--- src/pkg/tsf_pkg.sv ---
`default_nettype none

package tsf_pkg;

    // ------------------------------------------------------------
    // bus shape
    // ------------------------------------------------------------
    localparam int unsigned ADDR_W = 16;
    localparam int unsigned DATA_W = 8;

    typedef struct packed {
        logic [ADDR_W-1:0] addr;
        logic [DATA_W-1:0] wdata;
        logic              wr;
        logic              rd;
    } tsf_bus_req_t;

    // ------------------------------------------------------------
    // register offsets
    // ------------------------------------------------------------
    localparam logic [ADDR_W-1:0] OFS_OFF_HI = 16'hFE16;
    localparam logic [ADDR_W-1:0] OFS_OFF_LO = 16'hFE17;
    localparam logic [ADDR_W-1:0] OFS_GAIN   = 16'hFE18;
    localparam logic [ADDR_W-1:0] OFS_LIMIT  = 16'hFE19;
    localparam logic [ADDR_W-1:0] OFS_STS    = 16'hFE20;
    localparam logic [ADDR_W-1:0] OFS_CLR    = 16'hFE21;
    localparam logic [ADDR_W-1:0] OFS_IEN    = 16'hFE22;
    localparam logic [ADDR_W-1:0] OFS_STATE  = 16'hFE23;

    // ------------------------------------------------------------
    // field positions
    // ------------------------------------------------------------
    localparam int unsigned OFF_MSB_BIT   = 0;
    localparam int unsigned OFF_SIGN_BIT  = 1;
    localparam int unsigned GAIN_SIGN_BIT = 7;
    localparam int unsigned GAIN_MAG_W    = 7;
    localparam int unsigned OFF_MAG_W     = 9;
    localparam int unsigned CMP_W         = 9;

    // event bits, shared by status, clear and enable
    localparam int unsigned EV_FAULT_SET = 0;
    localparam int unsigned EV_FAULT_CLR = 1;
    localparam int unsigned EV_LOCK_REJ  = 2;
    localparam int unsigned EV_LIMIT_BAD = 3;
    localparam int unsigned EV_N         = 4;

    // ------------------------------------------------------------
    // values after reset
    // ------------------------------------------------------------
    localparam logic [DATA_W-1:0] TRIM_RST  = 8'h00;
    localparam logic [DATA_W-1:0] LIMIT_RST = 8'h03;
    localparam logic [EV_N-1:0]   EV_RST    = 4'h0;

    // ------------------------------------------------------------
    // threshold scale and allowed codes
    // ------------------------------------------------------------
    localparam int unsigned LIMIT_STEP_UV = 3125;
    localparam int unsigned LIMIT_FULL_UV = 800_000;
    localparam logic [DATA_W-1:0] LIMIT_MIN = 8'h03;
    localparam logic [DATA_W-1:0] LIMIT_MAX = 8'hFA;

    // ------------------------------------------------------------
    // timing
    // ------------------------------------------------------------
    localparam int unsigned CLK_HZ       = 125_000_000;
    localparam int unsigned DEBOUNCE_MS  = 100;
    localparam int unsigned DEBOUNCE_CYC = (CLK_HZ / 1000) * DEBOUNCE_MS;

endpackage

`default_nettype wire

--- src/rtl/tsf_temp_fault.sv ---
// Notes on behaviour
// - trim register writes are dropped unless write access is unlocked.
// - offset magnitude is 9 bits; its top bit is high register bit 0.
// - low trim register supplies the eight low offset magnitude bits.
// - high register bit 1 set subtracts the offset, clear adds it.
// - high register bits 7 to 2 are stored, readable, and unused.
// - gain register bits 6 to 0 give the gain trim magnitude.
// - gain register bit 7 set lowers the gain, clear raises it.
// - fault threshold is the limit byte with a zero bit above it.
// - only the nine top bits of the reading are compared.
// - fault raised when the compared reading is below the threshold.
// - fault flag is debounced over 100 ms.
// - one limit step is 3.125 mV, 256 codes span 0 to 800 mV.
`timescale 1ns/1ps
`default_nettype none

module tsf_temp_fault #(
    parameter int unsigned ADC_W        = 12,
    parameter int unsigned GAIN_SHIFT   = 10,
    parameter int unsigned DEBOUNCE_CYC = tsf_pkg::DEBOUNCE_CYC
) (
    // clock and reset
    input  wire logic                        i_ref_clk,
    input  wire logic                        i_rst_b,
    // register port
    input  wire tsf_pkg::tsf_bus_req_t       i_bus,
    output logic [tsf_pkg::DATA_W-1:0]       o_rdata,
    // unlock from the protection logic
    input  wire logic                        i_trim_unlock,
    // sensor reading
    input  wire logic [ADC_W-1:0]            i_sensor_code,
    input  wire logic                        i_sensor_vld,
    // results
    output logic [ADC_W-1:0]                 o_sensor_trim,
    output logic                             o_ot_fault,
    output logic                             o_irq
);
    import tsf_pkg::*;

    // ------------------------------------------------------------
    // widths
    // ------------------------------------------------------------
    // headroom so gain and offset never wrap before saturation
    localparam int unsigned SW = ADC_W + 10;
    localparam int unsigned CW = $clog2(DEBOUNCE_CYC + 1);

    // ------------------------------------------------------------
    // state
    // ------------------------------------------------------------
    logic [DATA_W-1:0] off_hi_ff;
    logic [DATA_W-1:0] off_lo_ff;
    logic [DATA_W-1:0] gain_ff;
    logic [DATA_W-1:0] limit_ff;
    logic [EV_N-1:0]   sts_ff;
    logic [EV_N-1:0]   ien_ff;
    logic [DATA_W-1:0] rdata_ff;
    logic [ADC_W-1:0]  trim_ff;
    logic [CW-1:0]     deb_cnt_ff;
    logic              fault_ff;

    // ------------------------------------------------------------
    // address decode
    // ------------------------------------------------------------
    wire sel_hi    = (i_bus.addr == OFS_OFF_HI);
    wire sel_lo    = (i_bus.addr == OFS_OFF_LO);
    wire sel_gain  = (i_bus.addr == OFS_GAIN);
    wire sel_limit = (i_bus.addr == OFS_LIMIT);
    wire sel_sts   = (i_bus.addr == OFS_STS);
    wire sel_clr   = (i_bus.addr == OFS_CLR);
    wire sel_ien   = (i_bus.addr == OFS_IEN);
    wire sel_state = (i_bus.addr == OFS_STATE);
    wire sel_trim  = sel_hi | sel_lo | sel_gain;

    // trim writes pass only while unlocked
    wire trim_wr_ok = i_bus.wr & sel_trim & i_trim_unlock;
    wire lock_rej   = i_bus.wr & sel_trim & ~i_trim_unlock;
    wire wr_hi      = trim_wr_ok & sel_hi;
    wire wr_lo      = trim_wr_ok & sel_lo;
    wire wr_gain    = trim_wr_ok & sel_gain;
    wire wr_limit   = i_bus.wr & sel_limit;
    wire wr_ien     = i_bus.wr & sel_ien;
    wire wr_clr     = i_bus.wr & sel_clr;

    // out-of-range limit codes are stored but flagged for software
    wire limit_bad = wr_limit & ((i_bus.wdata < LIMIT_MIN) |
                                 (i_bus.wdata > LIMIT_MAX));

    // ------------------------------------------------------------
    // trim register fields
    // ------------------------------------------------------------
    wire [OFF_MAG_W-1:0]  off_mag  = {off_hi_ff[OFF_MSB_BIT], off_lo_ff};
    wire                  off_neg  = off_hi_ff[OFF_SIGN_BIT];
    wire [GAIN_MAG_W-1:0] gain_mag = gain_ff[GAIN_MAG_W-1:0];
    wire                  gain_neg = gain_ff[GAIN_SIGN_BIT];

    // ------------------------------------------------------------
    // trim arithmetic
    // ------------------------------------------------------------
    // gain trim is a fraction of the reading: code * mag / 2^GAIN_SHIFT
    logic [ADC_W+GAIN_MAG_W-1:0] gain_prod;
    logic signed [SW-1:0]        raw_s;
    logic signed [SW-1:0]        gadj_s;
    logic signed [SW-1:0]        scaled_s;
    logic signed [SW-1:0]        off_s;
    logic signed [SW-1:0]        sum_s;
    logic signed [SW-1:0]        max_s;
    logic [ADC_W-1:0]            nxt_trim_ff;

    assign gain_prod = i_sensor_code * gain_mag;
    assign raw_s     = signed'(SW'(i_sensor_code));
    assign gadj_s    = signed'(SW'(gain_prod >> GAIN_SHIFT));
    assign scaled_s  = gain_neg ? raw_s - gadj_s : raw_s + gadj_s;
    assign off_s     = signed'(SW'(off_mag));
    assign sum_s     = off_neg ? scaled_s - off_s : scaled_s + off_s;
    assign max_s     = signed'(SW'({ADC_W{1'b1}}));

    // saturate: a wrapped code would flip the fault decision
    assign nxt_trim_ff = (sum_s < 0)     ? '0 :
                         (sum_s > max_s) ? {ADC_W{1'b1}} :
                         sum_s[ADC_W-1:0];

    // ------------------------------------------------------------
    // threshold compare
    // ------------------------------------------------------------
    // one limit code is LIMIT_STEP_UV of sensor voltage on the nine-bit scale
    wire [CMP_W-1:0] cmp_code  = trim_ff[ADC_W-1 -: CMP_W];
    wire [CMP_W-1:0] cmp_thr   = {1'b0, limit_ff};
    wire             raw_fault = (cmp_code < cmp_thr);

    // ------------------------------------------------------------
    // debounce
    // ------------------------------------------------------------
    // the flag follows the compare only after it has differed for the
    // whole window; any agreement restarts the wait (both directions)
    wire differ = raw_fault ^ fault_ff;
    wire at_end = (deb_cnt_ff == CW'(DEBOUNCE_CYC - 1));
    wire flip   = differ & at_end;

    logic [CW-1:0] nxt_deb_cnt_ff;
    logic          nxt_fault_ff;
    assign nxt_deb_cnt_ff = (!differ || at_end) ? '0 : CW'(deb_cnt_ff + 1'b1);
    assign nxt_fault_ff   = flip ? raw_fault : fault_ff;

    // ------------------------------------------------------------
    // events and interrupt
    // ------------------------------------------------------------
    logic [EV_N-1:0] ev;
    logic [EV_N-1:0] clr_mask;
    logic [EV_N-1:0] nxt_sts_ff;
    assign ev[EV_FAULT_SET] = flip & raw_fault;
    assign ev[EV_FAULT_CLR] = flip & ~raw_fault;
    assign ev[EV_LOCK_REJ]  = lock_rej;
    assign ev[EV_LIMIT_BAD] = limit_bad;
    assign clr_mask   = wr_clr ? i_bus.wdata[EV_N-1:0] : '0;
    // a new event wins over a clear in the same cycle
    assign nxt_sts_ff = (sts_ff & ~clr_mask) | ev;

    // ------------------------------------------------------------
    // read mux
    // ------------------------------------------------------------
    logic [DATA_W-1:0] rd_mux;
    assign rd_mux = sel_hi    ? off_hi_ff :
                    sel_lo    ? off_lo_ff :
                    sel_gain  ? gain_ff :
                    sel_limit ? limit_ff :
                    sel_sts   ? DATA_W'(sts_ff) :
                    sel_ien   ? DATA_W'(ien_ff) :
                    sel_state ? DATA_W'({raw_fault, fault_ff}) :
                    '0;

    // ------------------------------------------------------------
    // software registers
    // ------------------------------------------------------------
    // reserved high bits are plain storage and reach no arithmetic
    always_ff @(posedge i_ref_clk) begin
        if (!i_rst_b) begin
            off_hi_ff <= TRIM_RST;
            off_lo_ff <= TRIM_RST;
            gain_ff   <= TRIM_RST;
            limit_ff  <= LIMIT_RST;
            ien_ff    <= EV_RST;
        end else begin
            if (wr_hi)    off_hi_ff <= i_bus.wdata;
            if (wr_lo)    off_lo_ff <= i_bus.wdata;
            if (wr_gain)  gain_ff   <= i_bus.wdata;
            if (wr_limit) limit_ff  <= i_bus.wdata;
            if (wr_ien)   ien_ff    <= i_bus.wdata[EV_N-1:0];
        end
    end

    // read data for one cycle only, zero otherwise
    always_ff @(posedge i_ref_clk) begin
        if (!i_rst_b) begin
            rdata_ff <= '0;
            sts_ff   <= EV_RST;
        end else begin
            rdata_ff <= i_bus.rd ? rd_mux : '0;
            sts_ff   <= nxt_sts_ff;
        end
    end

    // ------------------------------------------------------------
    // datapath registers
    // ------------------------------------------------------------
    always_ff @(posedge i_ref_clk) begin
        if (!i_rst_b) begin
            trim_ff    <= '0;
            deb_cnt_ff <= '0;
            fault_ff   <= 1'b0;
        end else begin
            if (i_sensor_vld) trim_ff <= nxt_trim_ff;
            deb_cnt_ff <= nxt_deb_cnt_ff;
            fault_ff   <= nxt_fault_ff;
        end
    end

    // ------------------------------------------------------------
    // outputs
    // ------------------------------------------------------------
    assign o_rdata       = rdata_ff;
    assign o_sensor_trim = trim_ff;
    assign o_ot_fault    = fault_ff;
    assign o_irq         = |(sts_ff & ien_ff);

    // helper: consecutive cycles with the compare asserted, saturating
    logic [CW-1:0] run_ff;
    always_ff @(posedge i_ref_clk) begin
        if (!i_rst_b) begin
            run_ff <= '0;
        end else begin
            run_ff <= !raw_fault ? '0 :
                      (&run_ff)  ? run_ff : CW'(run_ff + 1'b1);
        end
    end

    wire quiet_gain = (gain_mag == '0);
    wire [ADC_W:0] add_ref = {1'b0, i_sensor_code} + (ADC_W+1)'(off_mag);
    // reference difference, only looked at when it cannot go below zero
    wire [ADC_W-1:0] sub_ref = i_sensor_code - ADC_W'(off_mag);
endmodule

`default_nettype wire

--- config.mk ---
export PLATFORM = sky130hd
export DESIGN_NAME = tsf_temp_fault
export DESIGN_NICKNAME = d
export VERILOG_FILES = /design/src/pkg/tsf_pkg.sv /design/src/rtl/tsf_temp_fault.sv
export SDC_FILE = /design/constraint.sdc
export NUM_CORES = 1
export LEC_CHECK = 0
export BUFFER_PORTS_ARGS = -buffer_cell sky130_fd_sc_hd__buf_2
export CORE_ASPECT_RATIO = 0.7
export CORE_MARGIN = 4
export CORE_UTILIZATION = 25
export CTS_CLUSTER_DIAMETER = 100
export DETAILED_ROUTE_END_ITERATION = 12
export SLEW_MARGIN = 5
export SYNTH_ARGS = -nofsm -noshare
export SYNTH_HDL_FRONTEND = slang
export SYNTH_SLANG_ARGS = --single-unit
export TNS_END_PERCENT = 5
--- constraint.sdc ---
create_clock -name i_ref_clk -period 18.8 [get_ports i_ref_clk]
set_clock_uncertainty 0.15 [all_clocks]
set_input_delay 0.94 -clock i_ref_clk [delete_from_list [all_inputs] [get_ports i_ref_clk]]
set_output_delay 0.94 -clock i_ref_clk [all_outputs]
set_load 0.01 [all_outputs]
# Word-level counts from Yosys, hierarchy flattened
# Cells that the tools add are included.
# word_totals
word_cells,71
ram_bits,0
mem_bits_ro,0
output_inout_bits,22
latch_bits,0
register_bits,85
memories,0
# classes
magnitude_cmp,5
addsub,5
n_div,0
bitwise_logic,24
n_reduce_logical,5
n_mux,12
n_eq_ne,9
n_mul,1
shift,0
# ops
cell,n
"== test 16 bit, second input constant",8
2-to-1 mux 22 bit,2
2-to-1 mux 8 bit,4
"adder 24 x 1 -> 24 bit, second input constant",1
"== test 24 bit, second input constant",1
2-to-1 mux 12 bit,2
adder 22 x 10 -> 22 bit,1
"> comparator 22 x 13 -> 1 bit, second input constant",1
"less-than comparator 22 x 1 -> 1 bit, second input constant",1
subtractor 22 x 10 -> 22 bit,1
multiplier 12 x 7 -> 19 bit,1
adder 12 x 9 -> 13 bit,1
bitwise AND 1 bit,13
subtractor 12 x 9 -> 13 bit,1
2-to-1 mux 4 bit,3
less-than comparator 9 x 8 -> 1 bit,1
bitwise AND 4 bit,2
"> comparator 8 bit, second input constant",1
"less-than comparator 8 x 2 -> 1 bit, second input constant",1
NOT 4 bit,1
bitwise OR 4 bit,1
OR reduction 4 bit,1
NOT 1 bit,3
bitwise OR 1 bit,3
other kinds (6),6

# Longest topological paths before layout
# depth
depth_word,8
ltp_mapped,38

# Worst setup path before layout
# OpenSTA, ideal clock, no wires.
# synth_timing
path_type,input to register
start,in i_sensor_code[9]
end,reg trim_ff[10] (netlist: o_sensor_trim[10])
arrival_ps,8677
setup_ps,122
setup_slack_ps,9851
path_buffers,2
path_stages,34
cell_sequence,clkbuf_1 > nand2_1 > fa_1 > fa_1 > inv_1 > fa_1 > inv_1 > fa_1 > inv_1 > ha_1 > or2_2 > a21oi_1 > a21oi_1 > a21oi_1 > nand2b_1 > a21boi_0 > o31ai_1 > xnor2_1 > ha_1 > nand2b_1 > o221ai_1 > nor3_1 > a31o_2 > ha_1 > nand4_1 > o22ai_1 > o21ai_0 > a31oi_1 > a311o_1 > xor2_1 > nor2_4 > and2_4 > buf_6 > a221o_1
# synth_between
elab_chain_cells,8
# synth_lines
item,line_no,source
"start, declared",tsf_temp_fault.sv:31,"input wire logic [ADC_W-1:0] i_sensor_code,"
multiplier 12 x 7 -> 19 bit,tsf_temp_fault.sv:109,assign gain_prod = i_sensor_code * gain_mag;
adder 12 x 9 -> 13 bit or subtractor 12 x 9 -> 13 bit (tied branches),tsf_temp_fault.sv:112,assign scaled_s = gain_neg ? raw_s - gadj_s : raw_s + gadj_s;
2-to-1 mux 22 bit (*),tsf_temp_fault.sv:112,
adder 22 x 10 -> 22 bit or subtractor 22 x 10 -> 22 bit (tied branches),tsf_temp_fault.sv:114,assign sum_s = off_neg ? scaled_s - off_s : scaled_s + off_s;
2-to-1 mux 22 bit (*),tsf_temp_fault.sv:114,
> comparator 22 x 13 -> 1 bit,tsf_temp_fault.sv:119,(sum_s > max_s) ? {ADC_W{1'b1}} :
2-to-1 mux 12 bit,tsf_temp_fault.sv:119,
2-to-1 mux 12 bit (*),tsf_temp_fault.sv:118,assign nxt_trim_ff = (sum_s < 0) ? '0 :
"end signal, assigned",tsf_temp_fault.sv:211,if (i_sensor_vld) trim_ff <= nxt_trim_ff;
"end, declared",tsf_temp_fault.sv:57,logic [ADC_W-1:0] trim_ff;
# Mark *: on every way between the ends. The rest lies on a longest branch, timed or not.
# A chain may end at the register's enable or synchronous reset.

# Worst setup path after layout
# layout_timing
start,in i_sensor_code[1]
end,reg trim_ff[0] (netlist: o_sensor_trim[0])
# The elaborated chain is that of the path after synthesis.

==> metrics.txt <==
Worst EP required about 19000 ps; crit start category input port; CTS Buffer Depth 2; hold_buf cts 0; CTS sink cnt 85; DR vias/cell 4.72; Main synth FF type dfxtp_1; Slew @ Worst Pin 1100 ps; most common cell after layout, fill and taps aside nand2_1; total power draw around 0.00042 W; fmax ~100 MHz; maximum VDD drop 0.0411 mV; worst-path fanout max 10; WS Path Type in -> reg; Crit path max-delay family adder cells; gr usage total 12.0%; Worst slew margin about a quarter; chip height 162 um; Final #Nets ~1200; Post-Synthesis Net Count about 1200; DRT Wirelength 22300 um; CTS tree yes; reg2reg setup slack 9200 ps; RSZ-0062 raised after global routing no; clk_lat worst skew between 300 and 400 ps; Die ar. between 30000 and 40000 um^2; cts repair resizes 0; Synth Warn # 0; Post-Syn Instances 1015; GRT overflow 0; I/O Buffers 63; CTS root buffer clkbuf_16; grt met2 use a little under a fifth; Critical path origin i_sensor_code[1]; status complete, no violations; hpwl dp approximately 18000 um; R2R cell count 32; hold violation count in the final report 0; reg-to-reg endpoint o_sensor_trim[0]$_SDFFE_PN0P_; Distinct cells, synth a little under 70; Worst R2R Start gain_ff[5]$_SDFFE_PN0P_; DR pass1 iterations 4; Critical Path Max Stage Delay roughly 870 ps; mean routed wirelength per cell 14.9 um; most used cell, CP fa_1; met3 GRT Util around 2.7%; CP bufs+invs 3; Die W ~230 um; pwr dens ~45 nW/um^2; Max Cap Violations 0; Core Rows 56; Period Utilization, post-route between 50% and 60%; Clock Pin Slew Worst Setup and Hold Paths approximately 70 ps; Pins Over Slew Limit 0; number of remaining DRC errors 0; worst min path class reg -> reg; Synth Area per Inst between 8 and 9 um^2; vias in the first global route around 7100; Seq/Total Area, Yosys between 20% and 30%; Inserted Clock Buffers 9; ys async rst share 0%; most frequent cells in the layout nand2_1, inv_1, ha_1, dfxtp_1, nor2_1; WHS Endpoint off_hi_ff[7]$_SDFFE_PN0P_; crit path capture type flop; M1 GR Usage about 18%; Initial Util approximately 25%; CP max stage cell nor3_1; Top Usage Layer GRT met2; flops & latches, synth between 80 and 90; initial antenna violation count 4; leak pwr between 4 and 5 nW; EDFF count, synth 0; core area around 33000 um^2; H-tree levels 3; hold path startpoint off_hi_ff[7]$_SDFFE_PN0P_; routed vias ~7100; post-CTS setup buffer count 0; P&R area growth vs syn 12.1%; Syn Std Cell Area approximately 8500 um^2; num ports 64; Post-DRT Antenna Nets 0; largest net degree at the start of global routing 48; hold path depth 2; first-pass GRT wire length 37000 um; drt initial violations 441; CP Data Arrival Time just under 10000 ps; Final Setup Violations 0; final worst path period need 9660 ps; Setup TNS 0 ps; Routability Congestion roughly 0.83; share of cells above drive strength 1 9.90%
==> logic make-up after synthesis <==
kind of cell               Yosys count  synth area share [%]
muxes                               43                  5.11
buffers and inverters              130                  5.86
AOI/OAI and AO/OA                  177                  14.3
and+or+nand+nor                    375                  22.9
xor gates and xnor gates            67                  6.92
adders and majority gates          138                  24.9
DFF                                 85                  20.1
==> cells in the mapped netlist, types with 7 or more instances <==
cell type  instances  area, um^2
a211oi_1           7        52.6
a21boi_0          16         120
a21oi_1           40         200
a221o_1            8        80.1
a22oi_1            8        60.1
and2_1            56         350
and3_1            12        75.1
clkbuf_1          30         113
dfxtp_1           85        1700
fa_1              51        1020
ha_1              87        1090
inv_1             95         357
mux2i_1           41         410
nand2_1           98         368
nand2b_1          11        68.8
nand3_1           20         100
nand4_1            8        50.1
nor2_1            81         304
nor2b_1           40         250
nor3_1            11        55.1
o21a_1            10        75.1
o21ai_0           26         130
o21bai_1          10        75.1
o22ai_1           12        75.1
or2_2              8        50.1
xnor2_1           38         333
xor2_1            29         254
==> how the worst max path moves through the flow <==
stage	endpoint	slack (ps)	cells after the start
CTS	o_sensor_trim[0]$_SDFFE_PN0P_	9250	33
finish	o_sensor_trim[0]$_SDFFE_PN0P_	9140	33
global route	o_sensor_trim[1]$_SDFFE_PN0P_	8530	32
floorplan	o_sensor_trim[10]$_SDFFE_PN0P_	9850	34
detailed placement	o_sensor_trim[0]$_SDFFE_PN0P_	8890	33
global placement	o_sensor_trim[5]$_SDFFE_PN0P_	9060	35
==> registers in the layout (all words and copies together), names as in the netlist <==
| signal | count |
|---|---|
| deb_cnt_ff | 24 |
| o_sensor_trim | 12 |
| gain_ff | 8 |
| limit_ff | 8 |
| o_rdata | 8 |
| off_hi_ff | 8 |
| off_lo_ff | 8 |
| ien_ff | 4 |
| sts_ff | 4 |
| o_ot_fault | 1 |
==> metal layers <==
metal,up-vias,share of wire (%)
li1,3517,-
met1,3393,52
met2,139,42
met3,16,5.2
met4,6,0.58
met5,-,0.16
==> worst min-delay path: stages (launching register included) <==
cell and delay [ps]:
dfxtp_1 310, nand2_1 50, a21boi_1 50
==> cell type report <==
class                           instances  area, um^2
Clock buffer                            9         225
Tap cell                              435         544
Inverter                               95         357
Multi-Input combinational cell        800        6280
Sequential cell                        85        1700
Antenna cell                            1        2.50
Clock inverter                          7        62.6
Fill cell                            3593       24000
Timing Repair Buffer                   65         330
==> power breakdown <==
group | internal [W] | leakage (nW) | switching (W)
clock network | 0.0000929 | 0.145 | 0.0000813
logic | 0.0000249 | 3.46 | 0.0000367
registers | 0.000184 | 0.688 | 0.00000466
total | 0.000301 | 4.29 | 0.000123
==> metrics by stage <==
| stage | setup WS, ps | std cells | hold WS (ps) | instance area [um^2] | utilization, % |
|---|---|---|---|---|---|
| global route | 8530 | 1497 | 327 | 9500 | 28.4 |
| floorplan | 9850 | 1015 | 280 | 8480 | - |
| finish | 9140 | 1497 | 303 | 9500 | 28.4 |
| detailed placement | 8890 | 1480 | 294 | 9210 | 27.5 |
| global placement | 9060 | 1480 | 285 | 9210 | 27.5 |
| CTS | 9250 | 1496 | 304 | 9500 | 28.4 |
Note: power is estimated with default switching activity, not from simulation.
